--- config.mk ---
export PLATFORM = sky130hd
export DESIGN_NAME = pfs_port_e_low
export DESIGN_NICKNAME = d
export VERILOG_FILES = /design/src/inc/pfs_pkg.sv /design/src/hw/pfs_port_e_low.sv
export VERILOG_INCLUDE_DIRS = /design/src /design/src/inc
export SDC_FILE = /design/constraint.sdc
export NUM_CORES = 1
export LEC_CHECK = 0
export BUFFER_PORTS_ARGS = -buffer_cell sky130_fd_sc_hd__buf_2
export CAP_MARGIN = 20
export CORE_MARGIN = 1
export CORE_UTILIZATION = 39
export DETAILED_ROUTE_END_ITERATION = 10
export MAX_ROUTING_LAYER = met4
export PLACE_DENSITY_LB_ADDON = 0.08
export SYNTH_ARGS = -nofsm -noshare
export SYNTH_HDL_FRONTEND = slang
export SYNTH_SLANG_ARGS = --single-unit
--- constraint.sdc ---
create_clock -name clock -period 1.2 [get_ports clock]
set_input_delay 0 -clock clock [delete_from_list [all_inputs] [get_ports clock]]
set_output_delay 0 -clock clock [all_outputs]
set_load 0.02 [all_outputs]
--- src/inc/pfs_consts.svh ---
`ifndef PFS_CONSTS_SVH
`define PFS_CONSTS_SVH

// ----------------------------------------
// Register byte offsets
// ----------------------------------------
`define PFS_OFS_FUNC_SEL1 12'h000
`define PFS_OFS_FLOAT_CTRL 12'h004
`define PFS_OFS_ACK_MODE 12'h008

// ----------------------------------------
// Writable bit masks and reset values
// ----------------------------------------
`define PFS_FUNC_SEL1_MASK 16'h7773
`define PFS_FLOAT_CTRL_MASK 16'h000F
`define PFS_ACK_MODE_MASK 16'h000F
`define PFS_FUNC_SEL1_RST 16'h0000
`define PFS_FLOAT_CTRL_RST 16'h000F
`define PFS_ACK_MODE_RST 16'h0000

// ----------------------------------------
// Field positions
// ----------------------------------------
`define PFS_PIN_FIELD_STRIDE 4
`define PFS_PD_ACK_LSB 2
`define PFS_PE_ACK_LSB 0

// ----------------------------------------
// Function codes and modes
// ----------------------------------------
`define PFS_CODE_PORT 3'h0
`define PFS_CODE_TIMER 3'h1
`define PFS_CODE_ALT 3'h2
`define PFS_PD30_ACK_CODE 2'h2
`define PFS_PE15_ACK_CODE 3'h3
`define PFS_MODE_SINGLE_CHIP 2'h3

`endif

--- src/inc/pfs_pkg.sv ---
package pfs_pkg;

  typedef enum logic [1:0] {
    PFS_FN_PORT,
    PFS_FN_TIMER,
    PFS_FN_ALT,
    PFS_FN_BAD
  } pfs_func_t;

  typedef enum logic [1:0] {
    PFS_ACK_IRQ,
    PFS_ACK_REFRESH,
    PFS_ACK_AUTO,
    PFS_ACK_HIGH
  } pfs_ack_t;

  typedef struct packed {
    logic out;
    logic oe;
  } pfs_drive_t;

endpackage

--- src/hw/pfs_port_e_low.sv ---
// Implementation choices: the register addresses and the APB slave port.
`timescale 1ns/1ps
`include "pfs_consts.svh"

module pfs_port_e_low
  import pfs_pkg::*;
#(
  parameter int OR_PINS = 4
)
(
  // Clock and reset
  input wire logic clock,
  input wire logic rst_n,
  // APB slave
  input wire logic [11:0] paddr,
  input wire logic psel,
  input wire logic penable,
  input wire logic pwrite,
  input wire logic [31:0] pwdata,
  output logic [31:0] prdata_q,
  output logic pready_q,
  output logic pslverr_q,
  // Device state
  input wire logic [1:0] op_mode,
  input wire logic osc_halt,
  input wire logic sw_standby,
  // Port E pins 3..0
  input wire logic [3:0] pe_in,
  output pfs_drive_t [3:0] pe_drv_q,
  // General port logic
  input wire logic [3:0] port_out,
  input wire logic [3:0] port_oe,
  output logic [3:0] port_pin_q,
  // Timer channel 0 compare/capture A..D
  input wire logic [3:0] tmr_out,
  input wire logic [3:0] tmr_oe,
  output logic [3:0] tmr_in_q,
  // DMA controller
  input wire logic [1:0] dma_tend,
  input wire logic [1:0] dma_req_other,
  output logic [1:0] dma_req_q,
  // OR-merged input group
  input wire logic [OR_PINS-1:0] or_pin_val,
  input wire logic [OR_PINS-1:0] or_pin_sel,
  output logic or_merged_q,
  // Bus request and wait
  input wire logic bus_req_in_n,
  input wire logic ext_wait_in_n,
  output logic bus_req_n_q,
  output logic ext_wait_n_q,
  // Ack/refresh output on PD30 and PE15
  input wire logic [1:0] pd30_func,
  input wire logic [2:0] pe15_func,
  input wire logic irq_accept_n,
  input wire logic refresh_n,
  input wire logic refresh_phase,
  output pfs_drive_t pd30_ack_q,
  output pfs_drive_t pe15_ack_q,
  // High-current group control
  output logic [3:0] float_grp_q,
  output logic [3:0] hold_grp_q
);

  // ----------------------------------------
  // Decode helpers
  // ----------------------------------------
  function automatic pfs_func_t decode_func(input logic [2:0] code);
    pfs_func_t f;
    f = PFS_FN_BAD;
    if (code == `PFS_CODE_PORT)
      f = PFS_FN_PORT;
    else if (code == `PFS_CODE_TIMER)
      f = PFS_FN_TIMER;
    else if (code == `PFS_CODE_ALT)
      f = PFS_FN_ALT;
    return f;
  endfunction

  function automatic logic ack_level(input logic [1:0] mode,
                                     input logic irq_n,
                                     input logic ref_n,
                                     input logic phase);
    logic v;
    v = 1'b1;
    unique case (pfs_ack_t'(mode))
      PFS_ACK_IRQ:
        v = irq_n;
      PFS_ACK_REFRESH:
        v = ref_n;
      PFS_ACK_AUTO:
        v = phase ? ref_n : irq_n;
      PFS_ACK_HIGH:
        v = 1'b1;
    endcase
    return v;
  endfunction

  // ----------------------------------------
  // Registers
  // ----------------------------------------
  logic [15:0] func_sel1_q;
  logic [15:0] func_sel1_d;
  logic [15:0] float_ctrl_q;
  logic [15:0] float_ctrl_d;
  logic [15:0] ack_mode_q;
  logic [15:0] ack_mode_d;

  wire logic hit_func = paddr == `PFS_OFS_FUNC_SEL1;
  wire logic hit_float = paddr == `PFS_OFS_FLOAT_CTRL;
  wire logic hit_ack = paddr == `PFS_OFS_ACK_MODE;
  wire logic mapped = hit_func | hit_float | hit_ack;
  wire logic setup = psel & ~penable;
  wire logic access = psel & penable & pready_q;
  wire logic wr_en = access & pwrite & mapped;
  wire logic [15:0] wdata = pwdata[15:0];

  // Reserved bits dropped on write
  // masked register writes
  assign func_sel1_d = (wr_en & hit_func) ?
                       (wdata & `PFS_FUNC_SEL1_MASK) : func_sel1_q;
  assign float_ctrl_d = (wr_en & hit_float) ?
                        (wdata & `PFS_FLOAT_CTRL_MASK) : float_ctrl_q;
  assign ack_mode_d = (wr_en & hit_ack) ?
                      (wdata & `PFS_ACK_MODE_MASK) : ack_mode_q;

  wire logic [15:0] rd_sel = hit_func ? func_sel1_q :
                             hit_float ? float_ctrl_q :
                             hit_ack ? ack_mode_q : 16'h0000;
  wire logic [31:0] prdata_d = setup ? {16'h0000, rd_sel} : prdata_q;

  always_ff @(posedge clock or negedge rst_n)
  begin
    if (!rst_n)
    begin
      func_sel1_q <= `PFS_FUNC_SEL1_RST;
      float_ctrl_q <= `PFS_FLOAT_CTRL_RST;
      ack_mode_q <= `PFS_ACK_MODE_RST;
    end
    else
    begin
      func_sel1_q <= func_sel1_d;
      float_ctrl_q <= float_ctrl_d;
      ack_mode_q <= ack_mode_d;
    end
  end

  // ----------------------------------------
  // APB answer
  // ----------------------------------------
  // No wait state: pready and read data are flopped from the setup cycle
  always_ff @(posedge clock or negedge rst_n)
  begin
    if (!rst_n)
    begin
      pready_q <= 1'b0;
      pslverr_q <= 1'b0;
      prdata_q <= 32'h0000_0000;
    end
    else
    begin
      pready_q <= setup;
      pslverr_q <= setup & ~mapped;
      prdata_q <= prdata_d;
    end
  end

  // ----------------------------------------
  // Mode qualifiers
  // ----------------------------------------
  wire logic single_chip = op_mode == `PFS_MODE_SINGLE_CHIP;

  // ----------------------------------------
  // Pin routing for PE3..PE0
  // ----------------------------------------
  pfs_func_t [3:0] pin_fn;
  pfs_drive_t [3:0] pin_drv_d;
  logic [3:0] tmr_in_d;
  logic [3:0] req_contrib;

  genvar gi;
  generate
    for (gi = 0; gi < 4; gi++)
    begin : g_pin
      localparam int LSB = gi * `PFS_PIN_FIELD_STRIDE;
      // Odd pins carry transfer-end, even pins DMA request
      localparam bit IS_TEND = (gi % 2) == 1;
      localparam int DMA_CH = gi / 2;

      // Prohibited codes fall back to a released pin
      // unlisted codes undriven
      assign pin_fn[gi] = decode_func(func_sel1_q[LSB+2:LSB]);

      pfs_drive_t drv;
      always_comb
      begin
        drv = '{out: 1'b0, oe: 1'b0};
        unique case (pin_fn[gi])
          PFS_FN_PORT:
            drv = '{out: port_out[gi], oe: port_oe[gi]};
          PFS_FN_TIMER:
            drv = '{out: tmr_out[gi], oe: tmr_oe[gi]};
          PFS_FN_ALT:
            if (IS_TEND)
              drv = '{out: dma_tend[DMA_CH] | single_chip, oe: 1'b1};
            else
              drv = '{out: 1'b0, oe: 1'b0};
          PFS_FN_BAD:
            drv = '{out: 1'b0, oe: 1'b0};
        endcase
      end
      assign pin_drv_d[gi] = drv;

      // Timer sees the pin only when routed to it
      assign tmr_in_d[gi] = (pin_fn[gi] == PFS_FN_TIMER) & pe_in[gi];

      // Unselected pin counts as idle high in the AND merge
      // low pin makes falling edge
      assign req_contrib[gi] = (!IS_TEND && pin_fn[gi] == PFS_FN_ALT) ?
                               pe_in[gi] : 1'b1;
    end
  endgenerate

  wire logic [1:0] dma_req_d = {req_contrib[2] & dma_req_other[1],
                                req_contrib[0] & dma_req_other[0]};

  wire logic or_merged_d = |(or_pin_val & or_pin_sel);

  wire logic bus_req_n_d = single_chip | bus_req_in_n;
  wire logic ext_wait_n_d = single_chip | ext_wait_in_n;

  // ----------------------------------------
  // Ack/refresh output
  // ----------------------------------------
  wire logic pd30_is_ack = pd30_func == `PFS_PD30_ACK_CODE;
  wire logic pe15_is_ack = pe15_func == `PFS_PE15_ACK_CODE;
  wire logic [1:0] pd_mode = ack_mode_q[`PFS_PD_ACK_LSB+1:`PFS_PD_ACK_LSB];
  wire logic [1:0] pe_mode = ack_mode_q[`PFS_PE_ACK_LSB+1:`PFS_PE_ACK_LSB];

  wire logic pd_level = ack_level(pd_mode, irq_accept_n, refresh_n,
                                  refresh_phase);
  wire logic pe_level = ack_level(pe_mode, irq_accept_n, refresh_n,
                                  refresh_phase);

  wire pfs_drive_t pd30_ack_d = pd30_is_ack ?
                                pfs_drive_t'{out: pd_level, oe: 1'b1} :
                                pfs_drive_t'{out: 1'b0, oe: 1'b0};
  wire pfs_drive_t pe15_ack_d = pe15_is_ack ?
                                pfs_drive_t'{out: pe_level, oe: 1'b1} :
                                pfs_drive_t'{out: 1'b0, oe: 1'b0};

  // ----------------------------------------
  // High-current group float and hold
  // ----------------------------------------
  // float per group
  wire logic [3:0] float_grp_d = ~float_ctrl_q[3:0] &
                                 {4{osc_halt | sw_standby}};
  wire logic [3:0] hold_grp_d = float_ctrl_q[3:0] & {4{osc_halt}};

  // ----------------------------------------
  // Output flops: pin drive and samples
  // ----------------------------------------
  // Flopped so pin timing does not hang on decode depth
  always_ff @(posedge clock or negedge rst_n)
  begin
    if (!rst_n)
    begin
      pe_drv_q <= '0;
      port_pin_q <= 4'h0;
      tmr_in_q <= 4'h0;
    end
    else
    begin
      pe_drv_q <= pin_drv_d;
      port_pin_q <= pe_in;
      tmr_in_q <= tmr_in_d;
    end
  end

  // ----------------------------------------
  // Output flops: merged inputs
  // ----------------------------------------
  // Requests idle high so reset release makes no false edge
  always_ff @(posedge clock or negedge rst_n)
  begin
    if (!rst_n)
    begin
      dma_req_q <= 2'h3;
      or_merged_q <= 1'b0;
    end
    else
    begin
      dma_req_q <= dma_req_d;
      or_merged_q <= or_merged_d;
    end
  end

  // ----------------------------------------
  // Output flops: bus request and wait
  // ----------------------------------------
  always_ff @(posedge clock or negedge rst_n)
  begin
    if (!rst_n)
    begin
      bus_req_n_q <= 1'b1;
      ext_wait_n_q <= 1'b1;
    end
    else
    begin
      bus_req_n_q <= bus_req_n_d;
      ext_wait_n_q <= ext_wait_n_d;
    end
  end

  // ----------------------------------------
  // Output flops: ack/refresh pins
  // ----------------------------------------
  always_ff @(posedge clock or negedge rst_n)
  begin
    if (!rst_n)
    begin
      pd30_ack_q <= '0;
      pe15_ack_q <= '0;
    end
    else
    begin
      pd30_ack_q <= pd30_ack_d;
      pe15_ack_q <= pe15_ack_d;
    end
  end

  // ----------------------------------------
  // Output flops: high-current groups
  // ----------------------------------------
  // Float and hold are levels; the pad ring acts on them directly
  always_ff @(posedge clock or negedge rst_n)
  begin
    if (!rst_n)
    begin
      float_grp_q <= 4'h0;
      hold_grp_q <= 4'h0;
    end
    else
    begin
      float_grp_q <= float_grp_d;
      hold_grp_q <= hold_grp_d;
    end
  end

endmodule

==> key figures, run 1 <==
Status
  • Status: complete, but fails checks
  • Failing checks: hold timing, setup timing

Worst setup path
  • Critical path's slowest cell: dfrtp_1
  • Launching point of the worst reg2reg path: pready_q
  • Worst R2R Path Depth: 4
  • Worst Path Buf+Inv: 1
  • CP Launch Type: flop
  • Arrival @ worst endpoint: ~1.5 ns
  • Crit-path cells: and4_4 > nand3_4 > buf_12 > mux2_4
  • Critical path peak fanout: 11
  • R2r endpoint: func_sel1_q[10]
  • Element type at the critical path end: flop
  • Req. time, crit path: 1.42 ns
  • Crit-path max cell delay: around 0.34 ns
  • R2R Setup Slk: -0.07 ns
  • Top delay family on crit path: simple AND/OR/NAND/NOR gates
  • Critical path class: flop to flop

Yosys
  • Number of library cell types mapped by synthesis: 40
  • Seq cells post-synth: between 60 and 70
  • Dominant synthesized flop cell: dfrtp_1
  • Synthesized area: about 0.0028 mm^2
  • FFs w/ async S/R, synth: 1.00
  • Synth area leaders: dfrtp_1, dfstp_2, mux2_4
  • Seq/Total Area, Yosys: 0.600
  • Yosys top cell by area: dfrtp_1
  • EDFF count, synth: 0
  • Post-Synthesis Cells: 216
  • Cell with the most instances after synthesis: dfrtp_1
  • Mean Syn Cell Area: 13.0 um^2
  • Post-synth top cells: dfrtp_1, buf_4, nor2_1
  • Syn. warnings: 0
  • Top cell type's share of synthesized area: 0.526

Finish
  • Synth-to-layout area growth: 53.4%
  • Fill cells: 606
  • Layout cells sized above 1: 0.467
  • Fin nets: 508
  • Final instance area: 0.00431 mm^2
  • Core Util, Final: 0.627
  • N_diodes: 0
  • Final std cells w/o fill: 514

Drt
  • First drt pass iteration count: 4
  • DR iter-0 viols: 84
  • Final ANT Viol Nets: 0
  • Vias after detailed routing: 2307
  • Final routed DRC violation total: 0
  • WL final: 6700 um
  • Drt wl/cell: between 10 and 15 um
  • Via density: 4.49

Timing
  • Setup TNS Final: -0.745 ns
  • Hold slack: -0.00521 ns
  • Final hold violations: 1
  • Final worst slack: -0.0666 ns
  • Fmax: 0.790 GHz
  • Fin crit share: 1.06
  • Max-slew violations: 0
  • # setup viols final: 18
  • Layout Skew: between 0.008 and 0.009 ns
  • RSZ-0062 raised after global routing: yes
  • Final min period: 1.27 ns

Power and ir drop
  • Highest ir drop seen on vdd: approximately 650 uV
  • Leakage: 2.24 nW
  • Power Density: about 1100 mW/mm^2
  • Pwr Total: 4.61 mW

CTS
  • Max Root-Sink Buffers: 2
  • Clock sink total: 67
  • Clk Latency, worst-skew pair: ~0.34 ns
  • CTS Buf Count: 9
  • TritonCTS clock tree: built
  • H-tree Lvls: 3
  • Worst-path clk slew: roughly 0.07 ns
  • Root buf cell: clkbuf_8

Global routing
  • Global-route wire length before repair: 10500 um
  • Vias in the first global route: 2224
  • Largest net degree at the start of global routing: just under 70
  • Total grt overflow: 0
  • GR Util All Layers: 0.194
  • Initial antenna violation count: 0

Die
  • # IOs: 162
  • Die W: between 80 and 90 um
  • Starting Density: 0.409
  • Die Height: 86.9 um
  • Rows: 30
  • Core area: between 0.006 and 0.007 mm^2
  • Die area: 0.00755 mm^2

Hold path
  • Hold path depth: 3
  • WHS Endpoint: pready_q
  • Hold WC Path Type: input pin to flop
  • Min-delay src: penable

Run
  • Max_cap viols: 0

Place
  • DP HPWL: 4430 um
  • Port Buffer Count: 123
  • RD Place Congestion: 0.789
  • Pre-CTS setup slack: -0.340 ns
  • Dpl cells: 445
  • Post-DP Area: 0.00359 mm^2
worst reg2reg max path: cells and delay by family, from the launching register on:
family | cells | cell delay, ns
multiplexers | 1 | 0.29
AND/OR/NAND/NOR | 2 | 0.36
flip-flops | 1 | 0.34
buffers and inverters | 1 | 0.16
flip-flops by register name, indices dropped and copies added (netlist names), 4 cells and up:
signal	count
tmr_in_q	4
float_grp_q	4
prdata_q	13
func_sel1_q	11
hold_grp_q	4
port_pin_q	4
float_ctrl_q	4
pe_drv_q	8
ack_mode_q	4
layer usage:
metal,GRT usage,routed length [um]
met2,0.304,3270
met5,-,0
met4,0.0727,87
met1,0.238,2970
met3,0.0550,367
power by group:
group          switching [mW]  internal, mW  total, mW
combinational           0.299         0.287      0.586
sequential             0.0104          2.31       2.32
clock                   0.846         0.856       1.70
worst max-delay path by stage:
| stage | start | endpoint | cells after the start |
|---|---|---|---|
| 6_report | pready_q | func_sel1_q[10] | 4 |
| 3_3_place_gp | paddr[5] | prdata_q[4] | 7 |
| 5_1_grt | pready_q | func_sel1_q[9] | 4 |
| 3_5_place_dp | paddr[5] | prdata_q[8] | 7 |
| 2_1_floorplan | paddr[5] | func_sel1_q[0] | 5 |
| 4_1_cts | pready_q | func_sel1_q[8] | 4 |
cells by family (layout without fill, tap and decap cells):
kind of cell    Yosys count  in the layout  synth area share
other cells               1             19           0.00134
mux                      26             26             0.116
buf+inv                  31            215            0.0699
simple gates             57             57             0.120
compound gates           34             34            0.0922
flops                    67             67             0.600
layout make-up:
class / instances / area [um^2] / area share
timing repair buffer: 192 / 1290 / 0.299
inverter: 7 / 26.3 / 0.00610
multi-input combinational: 136 / 1010 / 0.234
clock inverter: 4 / 25.0 / 0.00581
tap: 96 / 120 / 0.0279
clock buffer: 12 / 155 / 0.0360
sequential: 67 / 1690 / 0.392
cell usage in the layout (no fill, tap or decap), types with 4 or more instances in the layout:
master	n
nor3_1	4
a21oi_1	6
mux2_2	10
dlygate4sd3_1	51
conb_1	19
and2_1	4
inv_1	6
nor2_1	12
nor2b_1	6
a22o_1	9
dfrtp_1	59
nand2_1	10
mux2_4	10
a22oi_1	6
dfstp_2	8
mux2i_1	4
buf_4	16
clkbuf_8	11
nand2b_1	4
buf_2	123
timing repair:
| item | in CTS | in global routing |
|---|---|---|
| resized for setup | 1 | 3 |
| buffers inserted | 0 | 2 |
| setup endpoints to repair | 18 | 31 |
| hold buffers | 48 | 5 |
| hold endpoints to repair | 119 | 2 |
| pin swaps | 1 | 1 |
Power figures use the tool's default switching activity.
==> inputs of run 2 (changes only) <==
CELL_PAD_IN_SITES_DETAIL_PLACEMENT = 0   (was not set)
CELL_PAD_IN_SITES_GLOBAL_PLACEMENT = 1   (was not set)
CORE_UTILIZATION = 29   (was 39)
HOLD_SLACK_MARGIN = 0.15   (was not set)
==> run 2 against run 1 <==
- the run ends with setup timing left
- clock-buffer cell count shrank 1
- final cell count increased by 8.8%
- non-clock buffer count grew 12
- routed wire length increased by 6.2%
- cell area increased by 4.6%
- sequential cell count did not move
- clock power grew 18%
- largest cell class unchanged
- largest power group unchanged
==> key figures, run 2 (synthesis gave the netlist of run 1 again) <==
Timing
  • Hold slack: 0.155 ns (was -0.00521 ns)
  • Layout Skew: 0.0106 ns (was 0.00891 ns)
  • Fin crit share: 1.05 (was 1.06)
  • # setup viols final: 18 (unchanged)
  • Final hold violations: 0 (was 1)
  • RSZ-0062 raised after global routing: yes (unchanged)
  • Max-slew violations: 0 (unchanged)
  • Final min period: 1.27 ns (about the same)
  • Fmax: 0.790 GHz (about the same)
  • Final worst slack: -0.0657 ns (was -0.0666 ns)

Global routing
  • Largest net degree at the start of global routing: 68 (unchanged)
  • Initial antenna violation count: 0 (unchanged)
  • Vias in the first global route: 2212 (was 2224)
  • GR Util All Layers: 0.147 (was 0.194)
  • Global-route wire length before repair: 10700 um (was 10500 um)
  • Total grt overflow: 0 (unchanged)

Drt
  • Vias after detailed routing: 2405 (was 2307)
  • Drt wl/cell: 12.7 um (was 13.0 um)
  • Via density: 4.30 (was 4.49)
  • DR iter-0 viols: 51 (was 84)
  • WL final: 7110 um (was 6700 um)
  • First drt pass iteration count: 4 (unchanged)
  • Final routed DRC violation total: 0 (unchanged)
  • Final ANT Viol Nets: 0 (unchanged)

Place
  • DP HPWL: 4780 um (was 4430 um)
  • RD Place Congestion: 0.800 (was 0.789)
  • Port Buffer Count: 123 (unchanged)

CTS
  • Worst-path clk slew: 0.07 ns (about the same)
  • Clock sink total: 67 (unchanged)
  • H-tree Lvls: 3 (unchanged)
  • Clk Latency, worst-skew pair: 0.34 ns (about the same)
  • Max Root-Sink Buffers: 2 (unchanged)
  • TritonCTS clock tree: built (unchanged)
  • CTS Buf Count: 9 (unchanged)
  • Root buf cell: clkbuf_8 (unchanged)

Status
  • Status: complete, but fails checks (unchanged)
  • Failing checks: setup timing (was hold timing, setup timing)

Die
  • Starting Density: 0.301 (was 0.409)
  • Core area: 0.00933 mm^2 (was 0.00687 mm^2)
  • # IOs: 162 (unchanged)
  • Die area: 0.0101 mm^2 (was 0.00755 mm^2)
  • Rows: 35 (was 30)
  • Die Height: 100 um (was 86.9 um)
  • Die W: 100 um (was 86.9 um)

Finish
  • Most frequent cells in the layout: buf_2, dlygate4sd3_1, dfrtp_1 (was buf_2, dfrtp_1, dlygate4sd3_1)
  • Layout cells sized above 1: 0.449 (was 0.467)
  • Reg area: 0.00169 mm^2 (unchanged)
  • Top register by number of flip-flops: prdata_q (unchanged)
  • Synth-to-layout area growth: 60.4% (was 53.4%)
  • Fin nets: 520 (was 508)
  • Fill cells: 891 (was 606)
  • Largest registers: prdata_q: 13 flops, func_sel1_q: 11 flops, pe_drv_q: 8 flops (unchanged)
  • Most common cell after layout, fill and taps aside: buf_2 (unchanged)
  • N_diodes: 0 (unchanged)
  • Core Util, Final: 0.483 (was 0.627)
  • Max FFs per register: 13 (unchanged)
  • Area of the multi-input gates: 0.00101 mm^2 (about the same)

Hold path
  • Hold WC Path Type: input pin to flop (unchanged)

Power and ir drop
  • Power Density: 1100 mW/mm^2 (was 1070 mW/mm^2)
  • Leakage: 2.31 nW (was 2.24 nW)
  • Highest ir drop seen on vdd: 452 uV (was 646 uV)

Worst setup path
  • Element type at the critical path end: flop (unchanged)
  • Critical path class: flop to flop (unchanged)
  • Req. time, crit path: 1.42 ns (about the same)
  • Critical path peak fanout: 11 (unchanged)
  • Arrival @ worst endpoint: 1.48 ns (was 1.49 ns)
  • CP Launch Type: flop (unchanged)

Run
  • Max_cap viols: 0 (unchanged)
## run 2: critical path, stage by stage, from the launching register on
cell	delay [ns]
dfrtp_1	0.35
and4_4	0.26
nand3_4	0.08
buf_12	0.16
mux2_4	0.29
## run 2: area by class of cell
cell class / instances / area share
clock buffers: 11 / 0.0292
inverters: 7 / 0.00583
clock inverters: 5 / 0.0172
well taps: 129 / 0.0358
repair buffers: 204 / 0.313
flip-flops and latches: 67 / 0.374
multi-input cells: 136 / 0.224
## run 2: through the flow
stage | total power [mW] | setup TNS, ns | area [um^2] | worst slack, ns | cells
2_1_floorplan | 2.61 | -2.53 | 2880 | -0.177 | 234
3_3_place_gp | 2.83 | -8.10 | 3630 | -0.327 | 478
3_5_place_dp | 2.83 | -8.38 | 3630 | -0.345 | 478
4_1_cts | 5.04 | -0.858 | 4470 | -0.0748 | 556
5_1_grt | 5.20 | -1.95 | 4510 | -0.128 | 559
6_report | 4.96 | -0.684 | 4510 | -0.0657 | 559
## run 2: what timing repair did
item,4_1_cts,5_1_grt
pin swaps,1,0
endpoints found under the setup margin,17,25
buffers inserted,0,0
hold buffers,62,6
endpoints found under the hold margin,125,5
resized for setup,1,3
## run 2: metal layers
metal	up-vias	routed length (um)	track usage
met3	10	374	0.0306
li1	1155	-	-
met2	92	3220	0.217
met4	0	110	0.0669
met5	-	0	-
met1	1148	3400	0.194
## run 2: report_power, final
group | total, mW | switching (mW) | internal [mW] | leakage (nW)
clock | 2.01 | 0.850 | 1.17 | 0.103
sequential | 2.32 | 0.0107 | 2.31 | 0.858
combinational | 0.629 | 0.308 | 0.321 | 1.34
## run 2: path summary, 6_finish.rpt
path | startpoint | to | slack, ns | depth (start not counted)
max | pready_q | func_sel1_q[8] | -0.07 | 4
min | paddr[6] | prdata_q[2] | 0.15 | 5
max reg2reg | pready_q | func_sel1_q[8] | -0.07 | 4
min reg2reg | prdata_q[6] | prdata_q[6] | 0.50 | 1
max in group asynchronous | rst_n | float_ctrl_q[2] | 0.65 | 3
min in group asynchronous | rst_n | port_pin_q[2] | 0.20 | 3
